**src/flash_host_consts.vh**
```
// Constants of the flash host controller
`ifndef FLASH_HOST_CONSTS_VH
`define FLASH_HOST_CONSTS_VH
// Command codes
`define CMD_UNLOCK1 8'haa
`define CMD_UNLOCK2 8'h55
`define CMD_PROGRAM 8'ha0
`define CMD_ERASE_SETUP 8'h80
`define CMD_CHIP_ERASE 8'h10
`define CMD_SECTOR_CONFIRM 8'h30
`define CMD_SUSPEND 8'hb0
`define CMD_RESUME 8'h30
`define CMD_READ_RESET 8'hf0
// Unlock addresses, word mode
`define ADDR_UNLOCK1 20'h05555
`define ADDR_UNLOCK2 20'h02aaa
// Status bit positions on the data bus
`define POLL_BIT 7
`define TOGGLE_BIT 6
`define FAIL_BIT 5
`define TIMER_BIT 3
// Bus cycle phase length in MCLK cycles, 120 ns at 40 ns
`define PHASE_NS 120
`define CLK_NS 40
`define PHASE_CYC ((`PHASE_NS + `CLK_NS - 1) / `CLK_NS)
// Operation kinds
`define OP_PROGRAM 3'h0
`define OP_CHIP_ERASE 3'h1
`define OP_SECTOR_ERASE 3'h2
`define OP_ADD_SECTOR 3'h3
`define OP_SUSPEND 3'h4
`define OP_RESUME 3'h5
`define OP_READ 3'h6
`define OP_RESET 3'h7
`endif

```
**src/flash_bus_cycle.v**
```verilog
// One asynchronous flash bus cycle, read or write
`timescale 1ns/1ps
`default_nettype none
`include "flash_host_consts.vh"
module flash_bus_cycle (
  input wire clk,
  input wire rst_n,
  input wire start,
  input wire wr,
  input wire [19:0] addr,
  input wire [15:0] wdata,
  input wire [15:0] dq_in,
  output reg done,
  output reg [15:0] rdata,
  output reg [19:0] a_out,
  output reg [15:0] dq_out,
  output reg dq_oe_n,
  output reg ce_n,
  output reg oe_n,
  output reg we_n
);
  reg [1:0] ph_q;
  reg [3:0] cnt_q;
  reg wr_q;
  wire [31:0] phase_last = `PHASE_CYC - 1;
  always @(posedge clk) begin
    done <= 1'b0;
    if (!rst_n) begin
      ph_q <= 2'h0;
      cnt_q <= 4'h0;
      wr_q <= 1'b0;
      rdata <= 16'h0000;
      a_out <= 20'h00000;
      dq_out <= 16'h0000;
      dq_oe_n <= 1'b1;
      ce_n <= 1'b1;
      oe_n <= 1'b1;
      we_n <= 1'b1;
    end else begin
      case (ph_q)
        2'h0: if (start) begin
          wr_q <= wr;
          a_out <= addr;
          dq_out <= wdata;
          dq_oe_n <= ~wr;
          ce_n <= 1'b0;
          oe_n <= wr;
          we_n <= ~wr;
          cnt_q <= 4'h0;
          ph_q <= 2'h1;
        end
        2'h1: if (cnt_q == phase_last[3:0]) begin
          if (!wr_q) rdata <= dq_in;
          ce_n <= 1'b1;
          oe_n <= 1'b1;
          we_n <= 1'b1;
          cnt_q <= 4'h0;
          ph_q <= 2'h2;
        end else begin
          cnt_q <= cnt_q + 4'h1;
        end
        2'h2: if (cnt_q == phase_last[3:0]) begin
          dq_oe_n <= 1'b1;
          done <= 1'b1;
          ph_q <= 2'h0;
        end else begin
          cnt_q <= cnt_q + 4'h1;
        end
        default: ph_q <= 2'h0;
      endcase
    end
  end
endmodule
`default_nettype wire

```
**src/flash_host_ctrl.v**
```verilog
// Host controller for an asynchronous NOR flash: command sequences and status polling
// Summary of operation
// - Host polls suspend status at an address inside an erasing sector.
// - Polling bit may flip before lower bits settle; host rereads.
// - After timing failure, host issues read/reset before further operations; the controller leaves it to an OP_RESET request.
// - Host checks erase-timer bit before and after each added sector command.
// - Suspend code b0, resume code 30, valid only during sector erase.
`timescale 1ns/1ps
`default_nettype none
`include "flash_host_consts.vh"
module flash_host_ctrl (
  input wire MCLK,
  input wire RESETN,
  input wire REQ,
  input wire [2:0] OP,
  input wire [19:0] ADDR,
  input wire [15:0] DATA,
  output reg BUSY,
  output reg DONE,
  output reg FAIL,
  output reg REJECTED,
  output reg [15:0] RDATA,
  output wire [19:0] FA,
  output wire [15:0] FDQ_OUT,
  output wire FDQ_OE_N,
  input wire [15:0] FDQ_IN,
  output wire FCE_N,
  output wire FOE_N,
  output wire FWE_N,
  input wire FRY_BY
);
  // ============================================================
  // States
  localparam S_IDLE = 4'h0;
  localparam S_WRITE = 4'h1;
  localparam S_WWAIT = 4'h2;
  localparam S_TCHK = 4'h3;
  localparam S_TWAIT = 4'h4;
  localparam S_POLL = 4'h5;
  localparam S_PWAIT = 4'h6;
  localparam S_READ = 4'h7;
  localparam S_RWAIT = 4'h8;
  localparam S_RECHK = 4'h9;
  localparam S_RCWAIT = 4'ha;
  localparam S_FIN = 4'hb;

  reg [3:0] st_q;
  reg [2:0] op_q;
  reg [19:0] addr_q;
  reg [15:0] data_q;
  reg [2:0] idx_q;
  reg [2:0] nwr_q;
  reg [15:0] prev_q;
  reg first_q;
  reg suspended_q;
  reg start_q;
  reg wr_q;
  reg [19:0] baddr_q;
  reg [15:0] bdata_q;
  wire bdone;
  wire [15:0] brdata;

  flash_bus_cycle u_cyc (
    .clk(MCLK),
    .rst_n(RESETN),
    .start(start_q),
    .wr(wr_q),
    .addr(baddr_q),
    .wdata(bdata_q),
    .dq_in(FDQ_IN),
    .done(bdone),
    .rdata(brdata),
    .a_out(FA),
    .dq_out(FDQ_OUT),
    .dq_oe_n(FDQ_OE_N),
    .ce_n(FCE_N),
    .oe_n(FOE_N),
    .we_n(FWE_N)
  );

  // ============================================================
  // Command sequence table
  reg [19:0] seq_a;
  reg [15:0] seq_d;
  always @* begin
    seq_a = addr_q;
    seq_d = data_q;
    case (idx_q)
      3'h0: begin seq_a = `ADDR_UNLOCK1; seq_d = {8'h00, `CMD_UNLOCK1}; end
      3'h1: begin seq_a = `ADDR_UNLOCK2; seq_d = {8'h00, `CMD_UNLOCK2}; end
      3'h2: begin
        seq_a = `ADDR_UNLOCK1;
        seq_d = {8'h00, (op_q == `OP_PROGRAM) ? `CMD_PROGRAM : `CMD_ERASE_SETUP};
      end
      3'h3: begin
        seq_a = (op_q == `OP_PROGRAM) ? addr_q : `ADDR_UNLOCK1;
        seq_d = (op_q == `OP_PROGRAM) ? data_q : {8'h00, `CMD_UNLOCK1};
      end
      3'h4: begin seq_a = `ADDR_UNLOCK2; seq_d = {8'h00, `CMD_UNLOCK2}; end
      default: begin
        seq_a = (op_q == `OP_CHIP_ERASE) ? `ADDR_UNLOCK1 : addr_q;
        seq_d = {8'h00, (op_q == `OP_CHIP_ERASE) ? `CMD_CHIP_ERASE : `CMD_SECTOR_CONFIRM};
      end
    endcase
    if (nwr_q == 3'h1) begin
      // Single-write commands: address is a don't-care
      seq_a = addr_q;
      case (op_q)
        `OP_SUSPEND: seq_d = {8'h00, `CMD_SUSPEND};
        `OP_RESUME: seq_d = {8'h00, `CMD_RESUME};
        `OP_ADD_SECTOR: seq_d = {8'h00, `CMD_SECTOR_CONFIRM};
        default: seq_d = {8'h00, `CMD_READ_RESET};
      endcase
    end
  end

  // ============================================================
  // Sequencer
  wire toggling = (brdata[`TOGGLE_BIT] != prev_q[`TOGGLE_BIT]);
  always @(posedge MCLK) begin
    start_q <= 1'b0;
    DONE <= 1'b0;
    if (!RESETN) begin
      st_q <= S_IDLE;
      op_q <= 3'h0;
      addr_q <= 20'h00000;
      data_q <= 16'h0000;
      idx_q <= 3'h0;
      nwr_q <= 3'h0;
      prev_q <= 16'h0000;
      first_q <= 1'b0;
      suspended_q <= 1'b0;
      wr_q <= 1'b0;
      baddr_q <= 20'h00000;
      bdata_q <= 16'h0000;
      BUSY <= 1'b0;
      FAIL <= 1'b0;
      REJECTED <= 1'b0;
      RDATA <= 16'h0000;
    end else begin
      case (st_q)
        S_IDLE: if (REQ) begin
          op_q <= OP;
          addr_q <= ADDR;
          data_q <= DATA;
          idx_q <= 3'h0;
          BUSY <= 1'b1;
          FAIL <= 1'b0;
          REJECTED <= 1'b0;
          first_q <= 1'b1;
          case (OP)
            `OP_PROGRAM: nwr_q <= 3'h4;
            `OP_CHIP_ERASE, `OP_SECTOR_ERASE: nwr_q <= 3'h6;
            `OP_READ: nwr_q <= 3'h0;
            default: nwr_q <= 3'h1;
          endcase
          if (OP == `OP_READ) st_q <= S_READ;
          else if (OP == `OP_ADD_SECTOR) st_q <= S_TCHK;
          else if (!FRY_BY && (OP == `OP_PROGRAM || OP == `OP_CHIP_ERASE || OP == `OP_SECTOR_ERASE)) begin
            // Busy device refuses program and erase; reset stays allowed
            REJECTED <= 1'b1;
            st_q <= S_FIN;
          end else st_q <= S_WRITE;
        end
        S_TCHK: begin
          // Timer bit checked before and after the added sector write
          wr_q <= 1'b0;
          baddr_q <= addr_q;
          start_q <= 1'b1;
          st_q <= S_TWAIT;
        end
        S_TWAIT: if (bdone) begin
          if (brdata[`TIMER_BIT]) begin
            REJECTED <= 1'b1;
            st_q <= S_FIN;
          end else if (first_q) begin
            first_q <= 1'b0;
            st_q <= S_WRITE;
          end else begin
            prev_q <= brdata;
            st_q <= S_POLL;
          end
        end
        S_WRITE: begin
          wr_q <= 1'b1;
          baddr_q <= seq_a;
          bdata_q <= seq_d;
          start_q <= 1'b1;
          st_q <= S_WWAIT;
        end
        S_WWAIT: if (bdone) begin
          if (idx_q + 3'h1 != nwr_q) begin
            idx_q <= idx_q + 3'h1;
            st_q <= S_WRITE;
          end else if (op_q == `OP_ADD_SECTOR) begin
            st_q <= S_TCHK;
          end else if (op_q == `OP_RESET || op_q == `OP_RESUME) begin
            if (op_q == `OP_RESUME) suspended_q <= 1'b0;
            st_q <= S_FIN;
          end else begin
            first_q <= 1'b1;
            st_q <= S_POLL;
          end
        end
        S_POLL: begin
          // Status read at the operation address, an erasing sector when erasing
          wr_q <= 1'b0;
          baddr_q <= addr_q;
          start_q <= 1'b1;
          st_q <= S_PWAIT;
        end
        S_PWAIT: if (bdone) begin
          prev_q <= brdata;
          if (first_q) begin
            first_q <= 1'b0;
            st_q <= S_POLL;
          end else if (!toggling) begin
            // Toggle stopped: done, suspended or protected no-op
            if (op_q == `OP_SUSPEND) suspended_q <= 1'b1;
            st_q <= S_RECHK;
          end else if (brdata[`FAIL_BIT]) begin
            // Recheck toggle after the failure bit rises
            st_q <= S_RECHK;
          end else begin
            st_q <= S_POLL;
          end
        end
        S_RECHK: begin
          wr_q <= 1'b0;
          baddr_q <= addr_q;
          start_q <= 1'b1;
          st_q <= S_RCWAIT;
        end
        S_RCWAIT: if (bdone) begin
          if (brdata[`TOGGLE_BIT] != prev_q[`TOGGLE_BIT]) begin
            FAIL <= 1'b1;
          end else if (op_q == `OP_PROGRAM && brdata[`POLL_BIT] != data_q[`POLL_BIT]) begin
            FAIL <= 1'b1;
          end else if ((op_q == `OP_CHIP_ERASE || op_q == `OP_SECTOR_ERASE) && !brdata[`POLL_BIT]) begin
            FAIL <= 1'b1;
          end
          RDATA <= brdata;
          st_q <= S_FIN;
        end
        S_READ: begin
          wr_q <= 1'b0;
          baddr_q <= addr_q;
          start_q <= 1'b1;
          st_q <= S_RWAIT;
        end
        S_RWAIT: if (bdone) begin
          RDATA <= brdata;
          st_q <= S_FIN;
        end
        S_FIN: begin
          BUSY <= 1'b0;
          DONE <= 1'b1;
          st_q <= S_IDLE;
        end
        default: st_q <= S_IDLE;
      endcase
    end
  end
endmodule
`default_nettype wire

```
**config.mk**
```make
export PLATFORM = sky130hd
export DESIGN_NAME = flash_host_ctrl
export DESIGN_NICKNAME = d
export VERILOG_FILES = /design/src/flash_bus_cycle.v /design/src/flash_host_ctrl.v
export VERILOG_INCLUDE_DIRS = /design/src
export SDC_FILE = /design/constraint.sdc
export NUM_CORES = 1
export LEC_CHECK = 0
export ABC_AREA = 1
export BUFFER_PORTS_ARGS = -buffer_cell sky130_fd_sc_hd__buf_2
export CORE_ASPECT_RATIO = 0.7
export CORE_MARGIN = 10
export CORE_UTILIZATION = 28
export DETAILED_ROUTE_END_ITERATION = 12
export PLACE_DENSITY = 0.46
export SLEW_MARGIN = 10
export SYNTH_ARGS = -nofsm -noshare
export SYNTH_HDL_FRONTEND = slang
export SYNTH_HIERARCHICAL = 1
export SYNTH_SLANG_ARGS = --single-unit
```
**constraint.sdc**
```tcl
create_clock -name MCLK -period 1.95 [get_ports MCLK]
set_input_delay 0.195 -clock MCLK [delete_from_list [all_inputs] [get_ports MCLK]]
set_output_delay 0.195 -clock MCLK [all_outputs]
set_load 0.01 [all_outputs]
```
# Yosys cells after proc, flatten, opt, wreduce, memory -nomap -nowiden
# Cells that the tools add are included.
# word_totals
in_bits	59
output_inout_bits	60
register_bits	179
# classes
bitwise	2
reduce_logical	47
addsub	2
eq_ne	50
n_mux	81
# op_table
op	count
$mux W4	18
$pmux W16 S4	1
$mux W20	3
$pmux W20 S3	1
$pmux W20 S2	1
$pmux W4 S10	1
$mux W16	2
$mux W7	4
$mux W1	26
$eq A3 B2 Y1 const B	6
$ne A2 B2 Y1 const B	9
$eq A4 B3 Y1 const B	4
$eq A4 B4 Y1 const B	4
$ne A2 B1 Y1 const B	8
$pmux W1 S2	8
$pmux W8 S2	1
$reduce_bool A2 Y1	8
$eq A3 B3 Y1 const B	5
$reduce_and A3 Y1	5
$pmux W7 S2	1
$eq A3 B1 Y1 const B	4
$eq A4 B2 Y1 const B	3
$mux W3	4
$mux W6	2
other kinds (30)	53

# Longest topological paths before layout
# Gate-level depths: netlist of run 1.
# logic_depth
ltp_word	9
ltp_mapped	12
ltp_nobuf	12

# By module
# Netlist of run 1, hierarchy kept.
# modules_own_cells
mod	n_inst	area_each_um2	cells_each	seq_area_each_um2
flash_host_ctrl	1	4898.4	683	2182.1
flash_bus_cycle	1	2567.5	317	1281.2

# Worst setup path after synthesis of run 1
# No wires, ideal clock.
# synth_path
path_type	register to register
startpoint	register idx_q[0]
endpoint	register baddr_q[11]
setup_time_ps	122
arrival_time_ps	1505
path_buffers	1
path_slack_ps	324
path_stages_with_launch	11
cell_sequence	dfxtp_1 > inv_1 > ha_1 > inv_1 > a21oi_2 > nor2_4 > nand2_1 > nand3_2 > buf_6 > nand2_1 > a21oi_1
# synth_between
elab_chain_cells	5
# synth_rtl
element	line_no	text
start: declaration	flash_host_ctrl.v:51	reg [2:0] idx_q;
start signal: assignment	flash_host_ctrl.v:193	idx_q <= idx_q + 3'h1;
$eq A3 B3 Y1 (tied with other cells)	flash_host_ctrl.v:88	case (idx_q)
$reduce_or A2 Y1 (no source line)	n/a	
$pmux W20 S3 (*)	flash_host_ctrl.v:88	
$mux W20 (*)	flash_host_ctrl.v:105	if (nwr_q == 3'h1) begin
$pmux W20 S2 (*)	flash_host_ctrl.v:141	case (st_q)
end signal: assignment	flash_host_ctrl.v:168	baddr_q <= addr_q;
end signal: assignment	flash_host_ctrl.v:186	baddr_q <= seq_a;
end signal: assignment	flash_host_ctrl.v:208	baddr_q <= addr_q;
end: declaration	flash_host_ctrl.v:58	reg [19:0] baddr_q;
# Mark *: on every way between the ends. The rest lies on a longest branch, timed or not.
# A chain may end at the register's enable or synchronous reset.

# Worst setup path after layout of run 1
# layout_path
startpoint	register idx_q[0]
endpoint	register bdata_q[13]
# layout_between
elab_chain_cells	4
# layout_rtl
element	line_no	text
$eq A3 B3 Y1 or $eq A3 B1 Y1 (tied branches)	flash_host_ctrl.v:88	
$reduce_or A2 Y1 (no source line)	n/a	
$pmux W16 S4 (*)	flash_host_ctrl.v:88	
$mux W16 (*)	flash_host_ctrl.v:105	
end signal: assignment	flash_host_ctrl.v:187	bdata_q <= seq_d;
end: declaration	flash_host_ctrl.v:59	reg [15:0] bdata_q;
# Marked as above.

==> results.txt, run 1 <==
status - finished, final reports clean
CP Capture Type - flip-flop
Wirelength per Cell - 15.2 µm
TritonCTS clock tree - done
Design Area, Final - 9480 µm²
Hold Path Class - in2reg
Initial Util - 0.287
synth warn - 6
Max-cap violations - 0
Port Buffers - 118
P&R area growth vs syn - 26.9%
RSZ-0062 raised after global routing - no
maximum clock rate - 569 MHz
Pre-antenna DRT Iters - 5
WHS - 0.0240 ns
root buf cell - clkbuf_16
Post-Synth Simple-Gate Area - 0.280
# rows - 49
Remaining DRCs - 0
Final Max Slew Viols - 0
CP Class - reg2reg
Tcrit/Tclk final - 0.901
vias post-DR - 6,869
Place WS - 0.0135 ns
Cell Chain, Critical Path - ha_1, ha_1, nand3_1, clkinv_1, nand3_1, a21oi_1
VDD IR max - 0.739 mV
layout cell share with drive strength beyond 1 - 0.202
Routed WL - 23,300 µm
NumNets Final - 1,229
grt ovf - 0
Reg2Reg Depth - 6
Critical Path Start - idx_q[0]$_SDFFE_PN0P_
Mean Syn Cell Area - 7.47 µm²
Vias/cell - 4.49
IO Count - 119
slowest cell on the critical path - clkinv_1
Distinct cells, synth - 34
Slew HR - 0.664
mux share of post-synthesis cell area - 0
initial antenna violation count - 0
Compound-Gate Fraction of Synth Area - 0.163
core footprint - 26,000 µm²
worst reg2reg endpoint - bdata_q[13]$_SDFFE_PN0P_
leading post-synthesis cells by cell area - dfxtp_1 46%, nor2_1 10%, o21ai_0 8.5%
Total Routing Usage GR - 0.139
chip height - 157 µm
largest net degree at the start of global routing - 101
first-pass GRT wire length - 37,500 µm
final hold vios - 0
Finished Core Util - 0.365
Cell Pwr Density - 1470 nW/µm²
Final GP Congestion - 0.875
number of synthesized register bits - 173
Syn Inst Count - 1,000
Final HPWL DP - 16,700 µm
post-synth top area share - 0.464
xor/xnor cell area share of the yosys netlist - 0.00117
Synth Net Count - 1,070
post-placement cell count - 1,460
Fin Setup TNS - 0 ns
1st-iter DRT viols - 539
Post-DP Area - 8500 µm²
clk_skew - 0.0115 ns
Sequential Area - 3460 µm²
Reg2Reg Setup Slack - 0.19 ns
Final min period - 1.76 ns
Worst-Margin Slew - 0.504 ns
FILL cells - 2,807
multi-input logic area - 3470 µm²
largest family of logic cells by synthesized area - simple AND/OR/NAND/NOR gates
clock sinks - 173
Longest Clk Path Bufs - 2
Hold Path Origin - FDQ_IN[7]
critical path required time - 2.26 ns
dominant cell type by area after synthesis - dfxtp_1
clock slew at reported path FFs - 0.07 ns
Setup-failing EPs final - 0
Post-Layout Cell Count - 1,530
largest fanout on the critical path - 9
full die area - 33,700 µm²
Tot Pwr - 13.9 mW
Hold Crit Depth - 3
crit path DAT - 2.07 ns
Post-Syn Area - 7470 µm²
H-tree levels - 4
Crit Reg-Reg Startpoint - idx_q[0]$_SDFFE_PN0P_
Lkg Pwr - 4.18 nW
sequential fraction of the synthesis area - 0.464
Post-Synth Adder-Cell Area - 0.0184
vias in the first global route - 6,768
hold endpoint - u_cyc/rdata[7]$_SDFFE_PN0P_
clock latency on the worst-skew pair - 0.44 ns
die width - 215 µm
crit-path max cell delay - 0.36 ns
final setup margin - 0.192 ns
Worst setup SP type - flip-flop
Final ANT Viol Nets - 0
TritonCTS buffer count - 17
-- flip-flops by register name (all words and copies together) (netlist names), 2 cells and up --
| signal | flops |
|---|---|
| RDATA | 16 |
| addr_q | 20 |
| baddr_q | 20 |
| bdata_q | 16 |
| data_q | 16 |
| idx_q | 3 |
| nwr_q | 3 |
| op_q | 3 |
| st_q | 4 |
| u_cyc/a_out | 20 |
| u_cyc/cnt_q | 4 |
| u_cyc/dq_out | 16 |
| u_cyc/ph_q | 2 |
| u_cyc/rdata | 16 |
-- cell usage after synthesis --
cell	number
nor2_1	198
dfxtp_1	173
nand2_1	150
o21ai_0	127
nand3_1	81
a21oi_1	70
inv_1	63
clkbuf_1	21
buf_2	13
a21oi_2	12
nand3_2	12
ha_1	11
o211ai_1	11
buf_6	7
nor2_4	7
nor3_1	7
inv_2	6
clkinv_1	4
nand2_4	3
nor2_8	3
a211oi_1	2
a31oi_1	2
buf_4	2
clkbuf_2	2
nand4_1	2
nor2_2	2
nor3_2	2
buf_1	1
buf_12	1
inv_4	1
nand2_2	1
o21ai_1	1
o31ai_1	1
xnor2_1	1
-- worst max-delay path by stage --
stage | depth (start not counted) | endpoint | slack (ns)
6_report | 6 | bdata_q[13]$_SDFFE_PN0P_ | 0.19
5_1_grt | 11 | idx_q[0]$_SDFFE_PN0P_ | 0.01
4_1_cts | 10 | st_q[3]$_SDFFE_PN0P_ | 0.08
3_5_place_dp | 9 | baddr_q[7]$_SDFFE_PN0P_ | 0.01
3_3_place_gp | 10 | st_q[3]$_SDFFE_PN0P_ | 0.12
2_1_floorplan | 10 | baddr_q[11]$_SDFFE_PN0P_ | 0.32
-- logic make-up after synthesis --
group,count (synthesis)
fa+ha+maj,11
xor+xnor,1
compound gates,226
simple gates,468
flops,173
buf+inv,121
-- what timing repair did --
item	CTS	global route
pin swaps	1	0
hold buffers	34	0
endpoints found under the hold margin	34	0
gates resized for setup	0	5
setup endpoints to repair	1	9
setup buffers	3	0
-- cell usage in the layout (no fill, tap or decap), types with 3 or more instances in the layout --
master and count:
buf_2 117, dlygate4sd3_1 34, clkinv_1 4, nand2_1 150, o21ai_0 127, dfxtp_1 172, inv_2 6, nand3_2 12
buf_4 34, clkbuf_16 17, nand3_1 81, a21oi_1 70, ha_1 11, o211ai_1 11, a21oi_2 12, nor2_8 3
nor2_4 8, nor2_1 197, nor3_2 3, nand2_4 3, inv_1 63, nor3_1 6, inv_6 4
-- layout make-up --
type	instances	area share
Tap cell	357	0.0471
Timing Repair Buffer	187	0.129
Antenna cell	1	0.000264
Inverter	74	0.0296
Sequential cell	173	0.366
Clock buffer	18	0.0453
Multi-Input combinational cell	706	0.366
Clock inverter	14	0.0169
-- layer usage --
metal	share of wire	global-route usage	up-vias
met2	0.41	0.203	108
met1	0.54	0.199	3151
li1	-	-	3597
met4	0.0089	0.0344	0
met5	0	0	-
met3	0.041	0.0329	13
-- power by group --
part | leakage (nW) | total, mW | internal [mW] | switching [mW]
sequential | 1.41 | 5.03 | 4.47 | 0.567
clock | 0.286 | 3.50 | 1.92 | 1.58
combinational | 2.48 | 5.38 | 1.89 | 3.49
-- critical path, delay by kind of cell, from the launching register on --
family / cells / cell delay (ns)
simple gates: 2 / 0.44
fa+ha+maj: 2 / 0.41
buf+inv: 1 / 0.36
flops: 1 / 0.35
compound gates: 1 / 0.07
(Power assumes the default switching activity.)
==> inputs of run 2 (changes only) <==
--- a/config.mk
+++ b/config.mk
@@ -10,9 +10,9 @@
 export BUFFER_PORTS_ARGS = -buffer_cell sky130_fd_sc_hd__buf_2
 export CORE_ASPECT_RATIO = 0.7
 export CORE_MARGIN = 10
-export CORE_UTILIZATION = 28
+export CORE_UTILIZATION = 56
 export DETAILED_ROUTE_END_ITERATION = 12
-export PLACE_DENSITY = 0.46
+export PLACE_DENSITY = 0.8
 export SLEW_MARGIN = 10
 export SYNTH_ARGS = -nofsm -noshare
 export SYNTH_HDL_FRONTEND = slang
==> results.txt, run 2 (synthesized netlist as in run 1, its figures left out) <==
Longest Clk Path Bufs - 2 (unchanged)
CP Class - reg2reg (unchanged)
Tcrit/Tclk final - 0.940 (was 0.901)
Cell Pwr Density - 1520 nW/µm² (was 1470 nW/µm²)
Seq pwr share - 0.366 (was 0.362)
Worst setup SP type - flip-flop (unchanged)
Vias/cell - 5.35 (was 4.49)
clock latency on the worst-skew pair - 0.43 ns (was 0.44 ns)
vias post-DR - 7,037 (was 6,869)
sw frac - 0.401 (was 0.405)
FILL cells - 1,048 (was 2,807)
most frequent cells in the layout - 197 x nor2_1, 173 x dfxtp_1, 149 x nand2_1 (was 197 x nor2_1, 172 x dfxtp_1, 150 x nand2_1)
first-pass GRT wire length - 32,100 µm (was 37,500 µm)
Hold Path Origin - ADDR[3] (was FDQ_IN[7])
Pint - 8.24 mW (was 8.28 mW)
Hold Path Class - in2reg (unchanged)
die width - 158 µm (was 215 µm)
# rows - 35 (was 49)
hold endpoint - addr_q[3]$_SDFFE_PN0P_ (was u_cyc/rdata[7]$_SDFFE_PN0P_)
Wirelength per Cell - 15.1 µm (was 15.2 µm)
CP Capture Type - flip-flop (unchanged)
Lkg Pwr - 4.07 nW (was 4.18 nW)
P_sw - 5.53 mW (was 5.64 mW)
metal3 WL - 1650 µm (was 952 µm)
root buf cell - clkbuf_16 (unchanged)
critical path required time - 2.32 ns (was 2.26 ns)
initial antenna violation count - 1 (was 0)
Port Buffers - 118 (unchanged)
Post-Layout Cell Count - 1,315 (was 1,530)
NumNets Final - 1,205 (was 1,229)
layout cell share with drive strength beyond 1 - 0.201 (was 0.202)
CP bufs+invs - 1 (unchanged)
Final GP Congestion - 0.965 (was 0.875)
Clk network pwr share - 0.253 (was 0.252)
Finished Core Util - 0.692 (was 0.365)
Sequential Area - 3460 µm² (about the same)
IO Count - 119 (unchanged)
Crit Reg-Reg Startpoint - idx_q[0]$_SDFFE_PN0P_ (unchanged)
Setup-failing EPs final - 0 (unchanged)
Total Routing Usage GR - 0.214 (was 0.139)
Final HPWL DP - 13,700 µm (was 16,700 µm)
chip height - 117 µm (was 157 µm)
crit-path max cell delay - 0.36 ns (about the same)
Reg2Reg Depth - 12 (was 6)
multi-input logic area - 3490 µm² (was 3470 µm²)
met1 WL - 9090 µm (was 12,500 µm)
H-tree levels - 4 (unchanged)
Pre-antenna DRT Iters - 6 (was 5)
crit path DAT - 2.20 ns (was 2.07 ns)
grt ovf - 0 (unchanged)
Initial Util - 0.570 (was 0.287)
Final min period - 1.83 ns (was 1.76 ns)
CP top delay family - simple AND/OR/NAND/NOR gates (unchanged)
most common cell after layout, fill and taps aside - nor2_1 (unchanged)
vias in the first global route - 6,591 (was 6,768)
Routed WL - 19,900 µm (was 23,300 µm)
Final Max Slew Viols - 0 (unchanged)
Remaining DRCs - 0 (unchanged)
1st-iter DRT viols - 672 (was 539)
Worst-Margin Slew - 0.496 ns (was 0.504 ns)
top flop regs - addr_q x20, baddr_q x20, u_cyc/a_out x20 (unchanged)
TritonCTS clock tree - done (unchanged)
worst reg2reg endpoint - idx_q[0]$_SDFFE_PN0P_ (was bdata_q[13]$_SDFFE_PN0P_)
Cell Chain, Critical Path - ha_1, ha_4, inv_1, nand2_1, nand2_1, nor2_4, nand2_1, nand2_2, nand2_1, nand3_1, nand2_1, nor2_1 (was ha_1, ha_1, nand3_1, clkinv_1, nand3_1, a21oi_1)
VDD IR max - 0.857 mV (was 0.739 mV)
P&R area growth vs syn - 21.3% (was 26.9%)
clk_skew - 0.0160 ns (was 0.0115 ns)
DR top layer - met4 (unchanged)
Slew HR - 0.669 (was 0.664)
final hold vios - 0 (unchanged)
Comb power frac - 0.381 (was 0.387)
clock sinks - 173 (unchanged)
post-placement cell count - 1,262 (was 1,460)
maximum clock rate - 546 MHz (was 569 MHz)
CP dominant cell by count - nand2_1
largest fanout on the critical path - 5 (was 9)
core footprint - 13,100 µm² (was 26,000 µm²)
Reg2Reg Setup Slack - 0.12 ns (was 0.19 ns)
clock slew at reported path FFs - 0.07 ns (about the same)
routed wl met2 - 8980 µm (was 9620 µm)
Final ANT Viol Nets - 0 (unchanged)
slowest cell on the critical path - dfxtp_1 (was clkinv_1)
full die area - 18,400 µm² (was 33,700 µm²)
Hold Crit Depth - 3 (unchanged)
largest net degree at the start of global routing - 42 (was 101)
TritonCTS buffer count - 17 (unchanged)
status - finished, final reports clean (unchanged)
Max-cap violations - 0 (unchanged)
-- run 2: cell types whose count changed in the layout (fill, tap and decap cells not counted), moves of 2 or more --
| cell | before | now |
|---|---|---|
| dlygate4sd3_1 | 34 | 16 |
| clkinv_2 | 2 | 0 |
| buf_4 | 34 | 27 |
| clkinvlp_4 | 2 | 4 |
| clkinv_4 | 2 | 0 |
-- run 2: worst max path at each step --
stage	start	endpoint	slack [ns]	depth (start not counted)
after global placement	st_q[1]$_SDFFE_PN0P_	baddr_q[7]$_SDFFE_PN0P_	0.14	7
after floorplan	idx_q[0]$_SDFFE_PN0P_	baddr_q[11]$_SDFFE_PN0P_	0.32	10
after global routing	st_q[1]$_SDFFE_PN0P_	st_q[1]$_SDFFE_PN0P_	-0.04	8
after CTS	st_q[3]$_SDFFE_PN0P_	baddr_q[5]$_SDFFE_PN0P_	0.02	9
final	idx_q[0]$_SDFFE_PN0P_	idx_q[0]$_SDFFE_PN0P_	0.12	12
after detailed placement	st_q[3]$_SDFFE_PN0P_	baddr_q[3]$_SDFFE_PN0P_	0.06	9
-- run 2: what timing repair did --
| item | CTS | global route |
|---|---|---|
| endpoints found under the setup margin | 0 | 17 |
| hold buffers | 16 | 0 |
| hold endpoints to repair | 16 | 0 |
| setup buffers | 0 | 4 |
| gates resized for setup | 0 | 6 |
-- run 2: final cells by class --
| type | instances | area share |
|---|---|---|
| inverter | 74 | 0.0310 |
| timing repair buffer | 163 | 0.111 |
| antenna | 1 | 0.000276 |
| clock inverter | 14 | 0.0193 |
| tap | 166 | 0.0229 |
| clock buffer | 18 | 0.0474 |
| multi-input combinational | 706 | 0.385 |
| sequential | 173 | 0.382 |
-- run 2: stage by stage --
step	hold WS (ns)	setup TNS [ns]	power, mW	setup slack, ns	instance area [µm²]
after floorplan	0.330	0	8.60	0.324	7470
after global placement	0.418	0	9.93	0.142	8220
final	0.0103	0	13.8	0.117	9050
after global routing	0.0108	-0.0727	14.7	-0.0418	9050
after CTS	0.000251	0	13.5	0.0220	8980
after detailed placement	0.423	0	10.0	0.0624	8220
-- run 2: power by group through the flow --
stage                     registers (mW)  logic (mW)  clock network (mW)
final                               5.04        5.24                3.48
after global placement              5.08        4.85                   0
after floorplan                     5.10        3.51                   0
after global routing                5.16        5.88                3.64
after detailed placement            5.09        4.92                   0
after CTS                           5.03        5.01                3.50
-- run 2: worst reg2reg max path, cell delays in order (launching register included) --
cell,delay (ns)
dfxtp_1,0.36
ha_1,0.25
ha_4,0.28
inv_1,0.05
nand2_1,0.06
nand2_1,0.08
nor2_4,0.14
nand2_1,0.11
nand2_2,0.11
nand2_1,0.10
nand3_1,0.11
nand2_1,0.06
nor2_1,0.09
-- run 2: layer usage --
layer / vias up / GRT usage
met5: - / 0
met4: 0 / 0.0554
met3: 22 / 0.0552
met2: 292 / 0.327
met1: 3174 / 0.294
li1: 3549 / -
